<file path="src/pkg/rtc_pkg.sv">
// Constants for the calendar clock counter: register map, field
// positions, reset values and the one-second divider count.
// Assumes a 100 MHz system clock and a 32-bit APB register bus.
package rtc_pkg;

   // ************************************************************
   // Register byte addresses
   // ************************************************************
   localparam logic [7:0] ADDR_CLOCK_CONTROL = 8'h00;
   localparam logic [7:0] ADDR_SECONDS = 8'h04;
   localparam logic [7:0] ADDR_MINUTES = 8'h08;
   localparam logic [7:0] ADDR_HOURS = 8'h0c;
   localparam logic [7:0] ADDR_WEEKDAY = 8'h10;
   localparam logic [7:0] ADDR_DATE = 8'h14;
   localparam logic [7:0] ADDR_MONTH = 8'h18;
   localparam logic [7:0] ADDR_YEAR = 8'h1c;
   localparam logic [7:0] ADDR_IRQ_CONTROL = 8'h20;
   localparam logic [7:0] ADDR_STANDBY = 8'h24;
   localparam logic [7:0] ADDR_IRQ_STATUS = 8'h28;
   localparam logic [7:0] ADDR_IRQ_MASK = 8'h2c;

   // ************************************************************
   // Field positions
   // ************************************************************
   localparam int RUN_BIT = 7;
   localparam int STANDBY_BIT = 2;
   localparam int IRQ_LEVEL_W = 3;
   localparam int SECOND_EVT_BIT = 0;

   // ************************************************************
   // Reset values (calendar starts at Sat 2000-01-01 00:00:00)
   // ************************************************************
   localparam logic [7:0] CONTROL_RESET = 8'h00;
   localparam logic STANDBY_RESET = 1'b1;
   localparam logic [2:0] IRQ_LEVEL_RESET = 3'h0;
   localparam logic IRQ_MASK_RESET = 1'b0;
   localparam logic [5:0] SECONDS_RESET = 6'h00;
   localparam logic [5:0] MINUTES_RESET = 6'h00;
   localparam logic [4:0] HOURS_RESET = 5'h00;
   localparam logic [2:0] WEEKDAY_RESET = 3'h6;
   localparam logic [4:0] DATE_RESET = 5'h01;
   localparam logic [3:0] MONTH_RESET = 4'h1;
   localparam logic [6:0] YEAR_RESET = 7'h00;

   // ************************************************************
   // Calendar limits and timing
   // ************************************************************
   localparam logic [5:0] SEC_MAX = 6'h3b;
   localparam logic [5:0] MIN_MAX = 6'h3b;
   localparam logic [4:0] HOUR_MAX = 5'h17;
   localparam logic [2:0] WEEKDAY_MAX = 3'h6;
   localparam logic [3:0] MONTH_MAX = 4'hc;
   localparam logic [6:0] YEAR_MAX = 7'h63;
   localparam int YEAR_BASE = 2000;
   localparam int SYS_CLK_HZ = 100000000;
   localparam int SUB_CLK_HZ = 32768;
   // Cycles of i_mclk per one-second tick
   localparam int SECOND_CYCLES = SYS_CLK_HZ;
   localparam int SUB_TICKS_PER_SEC = SUB_CLK_HZ;
endpackage

</file>
<file path="src/hw/calendar_rtc_counter.sv">
// Calendar real-time clock counter with APB register access.
// Binary registers only; no 12-hour mode and no alarm.
// Limitation: the prescaler can be neither read nor preset.
// Assumes one 100 MHz clock; the 32.768 kHz count source is a pin
// and is synchronised before use. Software loads and starts it.
//
// Contract
// Hours run 0..23 then wrap to 0 and advance the date.
// One second after 2099-12-31 23:59:59 comes 2000-01-01 00:00:00.
// A once-per-second interrupt request is raised while counting.
// One second is exactly 32768 edges of the sub-clock source.
// Control bit 7 is the run bit, readable and writable.
// Seconds, minutes, hours, weekday, date, month, year each readable.
// Software loads a start time; counting continues from it.
// Software sets up clocks before setting the run bit.
// An interrupt level of zero disables the clock interrupt.
// Block counts only while standby bit 2 is zero.
// Date wraps by month length; February has 29 days in leap years.
// Weekday advances cyclically through seven values at each day wrap.
`timescale 1ns/100ps
module calendar_rtc_counter (
   input wire logic i_mclk,
   input wire logic i_sys_rst,
   input wire logic i_sub_clock_source,
   input wire logic i_psel,
   input wire logic i_penable,
   input wire logic i_pwrite,
   input wire logic [7:0] i_paddr,
   input wire logic [31:0] i_pwdata,
   output logic [31:0] o_prdata,
   output logic o_pready,
   output logic o_pslverr,
   output logic o_irq
);

   // ************************************************************
   // State
   // ************************************************************
   logic [7:0] clock_control;
   logic clock_standby;
   logic [2:0] irq_level;
   logic irq_status;
   logic irq_mask;
   logic [5:0] seconds_value;
   logic [5:0] minutes_value;
   logic [4:0] hours_value;
   logic [2:0] weekday_value;
   logic [4:0] date_value;
   logic [3:0] month_value;
   logic [6:0] year_value;
   logic [14:0] sub_count;
   logic sync_a;
   logic sync_b;
   logic sync_c;
   logic [31:0] prdata;

   // Next values, all from one combinational process
   logic [7:0] next_clock_control;
   logic next_clock_standby;
   logic [2:0] next_irq_level;
   logic next_irq_status;
   logic next_irq_mask;
   logic [5:0] next_seconds_value;
   logic [5:0] next_minutes_value;
   logic [4:0] next_hours_value;
   logic [2:0] next_weekday_value;
   logic [4:0] next_date_value;
   logic [3:0] next_month_value;
   logic [6:0] next_year_value;
   logic [14:0] next_sub_count;
   logic [31:0] next_prdata;

   // Bus strobes and calendar enables
   logic wr_en;
   logic rd_en;
   logic addr_ok;
   logic running;
   logic sub_edge;
   logic second_tick;
   logic [4:0] month_len;

   // ************************************************************
   // Sub-clock synchroniser and edge detection
   // ************************************************************
   // Third stage only feeds the edge detector, keeping stage one clean
   always_ff @(posedge i_mclk) begin
      if (i_sys_rst) begin
         sync_a <= 1'b0;
         sync_b <= 1'b0;
         sync_c <= 1'b0;
      end else begin
         sync_a <= i_sub_clock_source;
         sync_b <= sync_a;
         sync_c <= sync_b;
      end
   end

   assign sub_edge = sync_b & ~sync_c;
   // Counting needs run set and standby clear
   assign running = clock_control[rtc_pkg::RUN_BIT] &
                    ~clock_standby;
   // The last edge of a full prescaler turn makes one second
   assign second_tick = running & sub_edge &
      (sub_count == 15'(rtc_pkg::SUB_TICKS_PER_SEC - 1));

   // ************************************************************
   // APB decode
   // ************************************************************
   // Zero wait states: the slave is always ready
   assign o_pready = 1'b1;
   // Writes land in the access phase; reads sample in setup
   assign wr_en = i_psel & i_penable & i_pwrite;
   assign rd_en = i_psel & ~i_penable & ~i_pwrite;
   // Unaligned or unmapped places answer with an error
   assign addr_ok = (i_paddr[1:0] == 2'h0) &&
                    (i_paddr <= rtc_pkg::ADDR_IRQ_MASK);
   assign o_pslverr = i_psel & i_penable & ~addr_ok;
   assign o_prdata = prdata;
   // Level output from status gated by mask and a nonzero level
   assign o_irq = irq_status & irq_mask & (|irq_level);

   // ************************************************************
   // Month length
   // ************************************************************
   // Every year divisible by four in 2000..2099 is a leap year
   // Out-of-range months fall to the 31-day default
   always_comb begin
      case (month_value)
         4'h2: month_len = (year_value[1:0] == 2'h0) ? 5'h1d : 5'h1c;
         4'h4, 4'h6, 4'h9, 4'hb: month_len = 5'h1e;
         default: month_len = 5'h1f;
      endcase
   end

   // ************************************************************
   // Next-state: registers and calendar
   // ************************************************************
   always_comb begin
      next_clock_control = clock_control;
      next_clock_standby = clock_standby;
      next_irq_level = irq_level;
      next_irq_status = irq_status;
      next_irq_mask = irq_mask;
      next_seconds_value = seconds_value;
      next_minutes_value = minutes_value;
      next_hours_value = hours_value;
      next_weekday_value = weekday_value;
      next_date_value = date_value;
      next_month_value = month_value;
      next_year_value = year_value;
      next_sub_count = sub_count;
      next_prdata = prdata;

      // Prescaler holds while stopped so a restart resumes the partial second
      if (running && sub_edge) begin
         next_sub_count = sub_count + 15'h0001;
      end

      // Calendar carry chain
      if (second_tick) begin
         if (seconds_value >= rtc_pkg::SEC_MAX) begin
            next_seconds_value = 6'h00;
            if (minutes_value >= rtc_pkg::MIN_MAX) begin
               next_minutes_value = 6'h00;
               if (hours_value >= rtc_pkg::HOUR_MAX) begin
                  next_hours_value = 5'h00;
                  if (weekday_value >= rtc_pkg::WEEKDAY_MAX) begin
                     next_weekday_value = 3'h0;
                  end else begin
                     next_weekday_value = weekday_value + 3'h1;
                  end
                  if (date_value >= month_len) begin
                     next_date_value = 5'h01;
                     if (month_value >= rtc_pkg::MONTH_MAX) begin
                        next_month_value = 4'h1;
                        if (year_value >= rtc_pkg::YEAR_MAX) begin
                           next_year_value = 7'h00;
                        end else begin
                           next_year_value = year_value + 7'h01;
                        end
                     end else begin
                        next_month_value = month_value + 4'h1;
                     end
                  end else begin
                     next_date_value = date_value + 5'h01;
                  end
               end else begin
                  next_hours_value = hours_value + 5'h01;
               end
            end else begin
               next_minutes_value = minutes_value + 6'h01;
            end
         end else begin
            next_seconds_value = seconds_value + 6'h01;
         end
      end

      // Software writes override the carry in the same cycle
      if (wr_en) begin
         if (i_paddr == rtc_pkg::ADDR_CLOCK_CONTROL) begin
            next_clock_control = i_pwdata[7:0];
         end else if (i_paddr == rtc_pkg::ADDR_SECONDS) begin
            next_seconds_value = i_pwdata[5:0];
            next_sub_count = 15'h0000;
         end else if (i_paddr == rtc_pkg::ADDR_MINUTES) begin
            next_minutes_value = i_pwdata[5:0];
         end else if (i_paddr == rtc_pkg::ADDR_HOURS) begin
            next_hours_value = i_pwdata[4:0];
         end else if (i_paddr == rtc_pkg::ADDR_WEEKDAY) begin
            next_weekday_value = i_pwdata[2:0];
         end else if (i_paddr == rtc_pkg::ADDR_DATE) begin
            next_date_value = i_pwdata[4:0];
         end else if (i_paddr == rtc_pkg::ADDR_MONTH) begin
            next_month_value = i_pwdata[3:0];
         end else if (i_paddr == rtc_pkg::ADDR_YEAR) begin
            next_year_value = i_pwdata[6:0];
         end else if (i_paddr == rtc_pkg::ADDR_IRQ_CONTROL) begin
            next_irq_level = i_pwdata[2:0];
         end else if (i_paddr == rtc_pkg::ADDR_STANDBY) begin
            next_clock_standby = i_pwdata[rtc_pkg::STANDBY_BIT];
         end else if (i_paddr == rtc_pkg::ADDR_IRQ_STATUS) begin
            if (i_pwdata[rtc_pkg::SECOND_EVT_BIT]) begin
               next_irq_status = 1'b0;
            end
         end else if (i_paddr == rtc_pkg::ADDR_IRQ_MASK) begin
            next_irq_mask = i_pwdata[rtc_pkg::SECOND_EVT_BIT];
         end
      end

      // Set after clear: a tick in the clearing cycle is kept
      if (second_tick) begin
         next_irq_status = 1'b1;
      end

      // Read data captured in the setup cycle
      if (rd_en) begin
         next_prdata = 32'h0000_0000;
         if (i_paddr == rtc_pkg::ADDR_CLOCK_CONTROL) begin
            next_prdata[7:0] = clock_control;
         end else if (i_paddr == rtc_pkg::ADDR_SECONDS) begin
            next_prdata[5:0] = seconds_value;
         end else if (i_paddr == rtc_pkg::ADDR_MINUTES) begin
            next_prdata[5:0] = minutes_value;
         end else if (i_paddr == rtc_pkg::ADDR_HOURS) begin
            next_prdata[4:0] = hours_value;
         end else if (i_paddr == rtc_pkg::ADDR_WEEKDAY) begin
            next_prdata[2:0] = weekday_value;
         end else if (i_paddr == rtc_pkg::ADDR_DATE) begin
            next_prdata[4:0] = date_value;
         end else if (i_paddr == rtc_pkg::ADDR_MONTH) begin
            next_prdata[3:0] = month_value;
         end else if (i_paddr == rtc_pkg::ADDR_YEAR) begin
            next_prdata[6:0] = year_value;
         end else if (i_paddr == rtc_pkg::ADDR_IRQ_CONTROL) begin
            next_prdata[2:0] = irq_level;
         end else if (i_paddr == rtc_pkg::ADDR_STANDBY) begin
            next_prdata[rtc_pkg::STANDBY_BIT] = clock_standby;
         end else if (i_paddr == rtc_pkg::ADDR_IRQ_STATUS) begin
            next_prdata[rtc_pkg::SECOND_EVT_BIT] = irq_status;
         end else if (i_paddr == rtc_pkg::ADDR_IRQ_MASK) begin
            next_prdata[rtc_pkg::SECOND_EVT_BIT] = irq_mask;
         end
      end
   end

   // ************************************************************
   // State registers
   // ************************************************************
   // Synchronous reset; every state bit starts from a constant
   always_ff @(posedge i_mclk) begin
      if (i_sys_rst) begin
         clock_control <= rtc_pkg::CONTROL_RESET;
         clock_standby <= rtc_pkg::STANDBY_RESET;
         irq_level <= rtc_pkg::IRQ_LEVEL_RESET;
         irq_status <= 1'b0;
         irq_mask <= rtc_pkg::IRQ_MASK_RESET;
         seconds_value <= rtc_pkg::SECONDS_RESET;
         minutes_value <= rtc_pkg::MINUTES_RESET;
         hours_value <= rtc_pkg::HOURS_RESET;
         weekday_value <= rtc_pkg::WEEKDAY_RESET;
         date_value <= rtc_pkg::DATE_RESET;
         month_value <= rtc_pkg::MONTH_RESET;
         year_value <= rtc_pkg::YEAR_RESET;
         sub_count <= 15'h0000;
         prdata <= 32'h0000_0000;
      end else begin
         clock_control <= next_clock_control;
         clock_standby <= next_clock_standby;
         irq_level <= next_irq_level;
         irq_status <= next_irq_status;
         irq_mask <= next_irq_mask;
         seconds_value <= next_seconds_value;
         minutes_value <= next_minutes_value;
         hours_value <= next_hours_value;
         weekday_value <= next_weekday_value;
         date_value <= next_date_value;
         month_value <= next_month_value;
         year_value <= next_year_value;
         sub_count <= next_sub_count;
         prdata <= next_prdata;
      end
   end
endmodule

</file>
<file path="config.mk">
export PLATFORM = sky130hd
export DESIGN_NAME = calendar_rtc_counter
export DESIGN_NICKNAME = d
export VERILOG_FILES = /design/src/pkg/rtc_pkg.sv /design/src/hw/calendar_rtc_counter.sv
export SDC_FILE = /design/constraint.sdc
export NUM_CORES = 1
export LEC_CHECK = 0
export ABC_AREA = 1
export BUFFER_PORTS_ARGS = -buffer_cell sky130_fd_sc_hd__buf_2
export CAP_MARGIN = 0
export CORE_UTILIZATION = 30
export CTS_BUF_LIST = sky130_fd_sc_hd__clkbuf_2 sky130_fd_sc_hd__clkbuf_4 sky130_fd_sc_hd__clkbuf_8
export DETAILED_ROUTE_END_ITERATION = 7
export PLACE_DENSITY_LB_ADDON = 0.12
export SYNTH_ARGS = -nofsm -noshare
export SYNTH_HDL_FRONTEND = slang
export SYNTH_SLANG_ARGS = --single-unit
</file>
<file path="constraint.sdc">
create_clock -name i_mclk -period 4.4 [get_ports i_mclk]
set_input_delay 0.88 -clock i_mclk [delete_from_list [all_inputs] [get_ports i_mclk]]
set_output_delay 0.88 -clock i_mclk [all_outputs]
set_load 0.005 [all_outputs]
</file>
**Word-level counts from Yosys, hierarchy flattened**

Index checks and enable logic that the tools add are counted.

- Memories kept: 0
- Register bits: 76
- ROM bits: 0
- Bits of input ports: 46
- RAM bits: 0
- Bits in latches: 0

- Add/sub/neg operators: 8
- $mul: 0
- Divide/modulo/power cells: 0
- Bitwise operators: 27
- Shift-type cells: 0
- Magnitude comparators: 8
- Muxes and demuxes: 132
- Eq/ne operators: 27
- Reduce and logical (&&, ||, !) cells: 15

Operator list:

| operator | count |
|---|---|
| $mux W7 | 17 |
| $mux W5 | 23 |
| $mux W4 | 25 |
| $mux W6 | 14 |
| $mux W3 | 21 |
| $mux W15 | 4 |
| $eq A8 B5 Y1 const B | 4 |
| $eq A8 B6 Y1 const B | 4 |
| $reduce_and A13 Y1 | 2 |
| $mux W1 | 25 |
| $ne A2 B2 Y1 const B | 10 |
| $eq A8 B4 Y1 const B | 2 |
| $not A1 Y1 | 16 |
| $add A15 B1 Y15 const B | 1 |
| $eq A15 B15 Y1 const B | 1 |
| $add A6 B1 Y6 const B | 2 |
| $ge A6 B6 Y1 const B | 2 |
| $and A1 B1 Y1 | 11 |
| $reduce_and A11 Y1 | 1 |
| $add A5 B1 Y5 const B | 2 |
| $reduce_and A10 Y1 | 1 |
| $eq A4 B3 Y1 const B | 2 |
| $eq A4 B4 Y1 const B | 2 |
| $eq A8 B3 Y1 const B | 1 |
| 19 further kinds | 24 |

**Depth between registers and ports, before layout**

- Depth after elaboration: 24
- Mapped depth: 18

**Worst setup path before layout**

OpenSTA, ideal clock, no wires.

- Path kind: input to output
- Start: in i_paddr[6]
- End: out o_pslverr
- Data required time: 3.520 ns
- Data arrival time: 1.562 ns
- Setup slack: 1.958 ns
- Stages on the path: 6
- Path buffers: 0
- Cell sequence: inv_1 nand2_1 nor2_1 inv_1 nor2_1 a311oi_1

- Longest elaborated chain between the ends: 4

Ends and longest elaborated chain:

| element | line | RTL |
|---|---|---|
| start, declared | calendar_rtc_counter.sv:28 | `input wire logic [7:0] i_paddr,` |
| $le A8 B6 Y1 | calendar_rtc_counter.sv:116 | `(i_paddr <= rtc_pkg::ADDR_IRQ_MASK);` |
| $logic_and A1 B1 Y1 | calendar_rtc_counter.sv:115 | `assign addr_ok = (i_paddr[1:0] == 2'h0) &&` |
| $not A1 Y1 | calendar_rtc_counter.sv:117 | `assign o_pslverr = i_psel & i_penable & ~addr_ok;` |
| $and A1 B1 Y1 | calendar_rtc_counter.sv:117 |  |
| end, declared | calendar_rtc_counter.sv:32 | `output logic o_pslverr,` |

No other way between the ends.

**Worst setup path after layout**

- Start: in i_paddr[4]
- End: out o_pslverr

Same word-level chain as after synthesis.

==> results by group <==
Logic synthesis
  – Post-synth EDFFs: 0
  – Compound-Gate Fraction of Synth Area: around 15%
  – Mux share of post-synthesis cell area: 0%
  – Register area share after synthesis: 30.6%
  – Synth Area in Simple Gates: a little over a third
  – Synth Flop Type: dfxtp_1
  – Largest family of logic cells by synthesized area: simple AND/OR/NAND/NOR gates
  – Synth unique cells: 51
  – Synth Register Bits: between 70 and 80
  – Avg Inst Size Synth: between 6 and 7 µm²
  – Ys Warns: 0
  – Adder-cell share of the synthesized area: 3.77%
  – Netlist Area Pre-Place: about 5000 µm²
  – Synth Area in XOR/XNOR: 1.76%
  – Gate count after technology mapping: about 750
  – Ys async rst share: 0%

Timing
  – Final Skew: 0.0139 ns
  – Setup_tns: 0 ns
  – Highest Clock Rate: between 0.3 and 0.4 GHz
  – Fin Hold WS: around 0.4 ns
  – RSZ-0062 raised after global routing: false
  – Minimum clock period: between 2 and 3 ns
  – Worst-margin pin slew: 0.916 ns
  – Final Max Slew Viols: 0
  – Setup-failing EPs final: 0
  – Rel. slew slack: between 30% and 40%
  – Hold Fails Final Rpt: 0
  – Final Cycle Share: approximately 66%

Cells and area
  – Most frequent cells in the layout: nand2_1, inv_1, nor2_1
  – Fin nets: around 840
  – Register area: between 1500 and 2000 µm²
  – Most common cell after layout, fill and taps aside: nand2_1
  – # fillers: roughly 1,800
  – Diodes inserted: 0
  – Cell Count, Final, Fillers Out: between 1,000 and 1,500
  – Layout Area Growth over Synthesis: 9.37%
  – Area occupied by multi-input gates: 2880 µm²
  – Layout cells sized above 1: 12.6%

Pwr
  – Peak supply drop: ~0.00012 V
  – Leakage: between 2 and 2.5 nW
  – PD cells: 243 nW/µm²

CTS
  – Root Driver: clkbuf_8
  – H-tree levels: 3
  – CTS max path bufs: 2
  – Post-CTS Resized: 0
  – Clk_lat worst skew: about 0.38 ns
  – # clock sinks: 76
  – CTS tree: built
  – Inserted Clock Buffers: 9
  – Post-CTS setup buffer count: 0
  – Hold-fix buffers at CTS: 0
  – CTS clk-pin slew, worst paths: around 0.080 ns

Placement
  – Port-buffer cells: 31
  – DP HPWL: approximately 11 mm
  – Placer Congestion: between 0.8 and 0.9
  – Post-Place Cells: 987

Hold path
  – Worst Hold Launch: sync_a
  – Hold Path Class: reg2reg

Critical path
  – Critical path arrival: roughly 2.0 ns
  – CP startpoint kind: input pin
  – Crit path launch: i_paddr[4]
  – CP Max Fanout: 8
  – CP required: roughly 3.5 ns
  – CP Capture Type: output pin
  – Reg-to-Reg Start: month_value[0]
  – Setup CP Type: in2out

GRT
  – Initial antenna violation count: 0
  – Global route overflow: 0
  – GRT Overall Usage: a little under a fifth
  – First-pass GRT wire length: 23.6 mm
  – Vias in the first global route: 4,407
  – Largest net degree at the start of global routing: between 40 and 50

Route
  – Via count: approximately 5,000
  – First DRT Iteration DRCs: a little under 300
  – Number of vias per cell: slightly below 5
  – Final ANT Viol Nets: 0
  – First-pass detailed-route iteration total: 5
  – WL/cell: approximately 15 µm
  – Final wirelength: roughly 15 mm
  – Post-route DRC violation count: 0

Floorplanning
  – Die area: 17,100 µm²
  – Placement Rows: 46
  – Initial Util: roughly 31%
  – Core Footprint: ~16,000 µm²
  – Die Span X: approximately 130 µm
  – Die H: around 130 µm
  – I/O Pins: between 80 and 90

Status
  – Status: completed

Job
  – Maxcap violations: 0
routing by layer:
layer  part of all wire (%)  routed length (µm)  vias up  global-route usage [%]
met5                      0                   0        -                       0
met4                    2.5                 369        0                    8.18
met3                    4.5                 663       19                    2.69
met2                     43                6380      129                    28.1
met1                     49                7270     2242                    25.4
li1                       -                   -     2472                       -
state kept, by name, indices dropped and copies added (netlist names):
name	flops
month_value	4
year_value	7
sync_a	1
seconds_value	6
date_value	5
clock_standby	1
weekday_value	3
minutes_value	6
clock_control	8
sub_count	15
irq_status	1
hours_value	5
irq_mask	1
sync_c	1
sync_b	1
o_prdata	8
irq_level	3
metrics by stage:
step	power [W]	utilization, %	setup slack [ns]	area, µm²
finish	0.00133	33.9	1.51	5450
CTS	0.00135	33.9	1.51	5450
global placement	0.000784	32.7	1.56	5250
floorplan	0.000764	-	1.96	5070
detailed placement	0.000784	32.7	1.52	5250
global route	0.00138	33.9	1.31	5450
cell usage after synthesis, drive strengths merged (2+ instances only):
cell       n  area [µm²]
o21ai     51         255
nor2     103         460
xor2       8        70.1
o2111ai    3        26.3
buf       32         233
nand2    154         636
nand4     15         100
or2        5        31.3
o211ai    16         120
dfxtp     76        1520
ha        15         188
nor3      20         133
a31oi      3        18.8
a21oi     52         260
nand3     67         353
xnor2      2        17.5
conb       2        7.51
nor3b      2        15.0
inv      107         404
clkbuf     6        22.5
worst max-delay path, cell delays in order:
cell and delay, ns:
buf_2 0.12, inv_2 0.05, nand2_1 0.04, nor2_1 0.39, inv_1 0.12, nor2_1 0.20
a311oi_1 0.07, buf_2 0.14
cells by family (layout without fill, tap and decap cells):
kind of cell | Yosys count | in the layout
and+or+nand+nor | 368 | 368
buffers and inverters | 146 | 157
AOI/OAI and AO/OA | 136 | 136
DFF | 76 | 76
adders and majority gates | 15 | 15
xor gates and xnor gates | 10 | 10
other | 2 | 25
power breakdown:
| group | internal, W | switching [W] | total, W | leakage (nW) |
|---|---|---|---|---|
| Clock | 0.000268 | 0.000290 | 0.000558 | 0.0961 |
| Combinational | 0.0000190 | 0.0000573 | 0.0000763 | 1.72 |
| Sequential | 0.000690 | 0.00000131 | 0.000691 | 0.613 |
area by class of cell:
cell class,instances,area share [%]
tap,216,4.96
clock buffer,10,2.41
inverter,108,7.49
multi-input combinational,554,52.9
clock inverter,6,1.17
sequential,76,27.9
timing repair buffer,33,3.12
path summary, 6_finish.rpt:
kind | to | slack [ns] | cells past startpoint
setup / recovery | o_pslverr | 1.51 | 8
hold / removal | sync_b | 0.41 | 2
setup reg to reg | year_value[6] | 1.66 | 18
hold reg to reg | sync_b | 0.41 | 2
No activity file was read; power rests on OpenSTA's default activity.
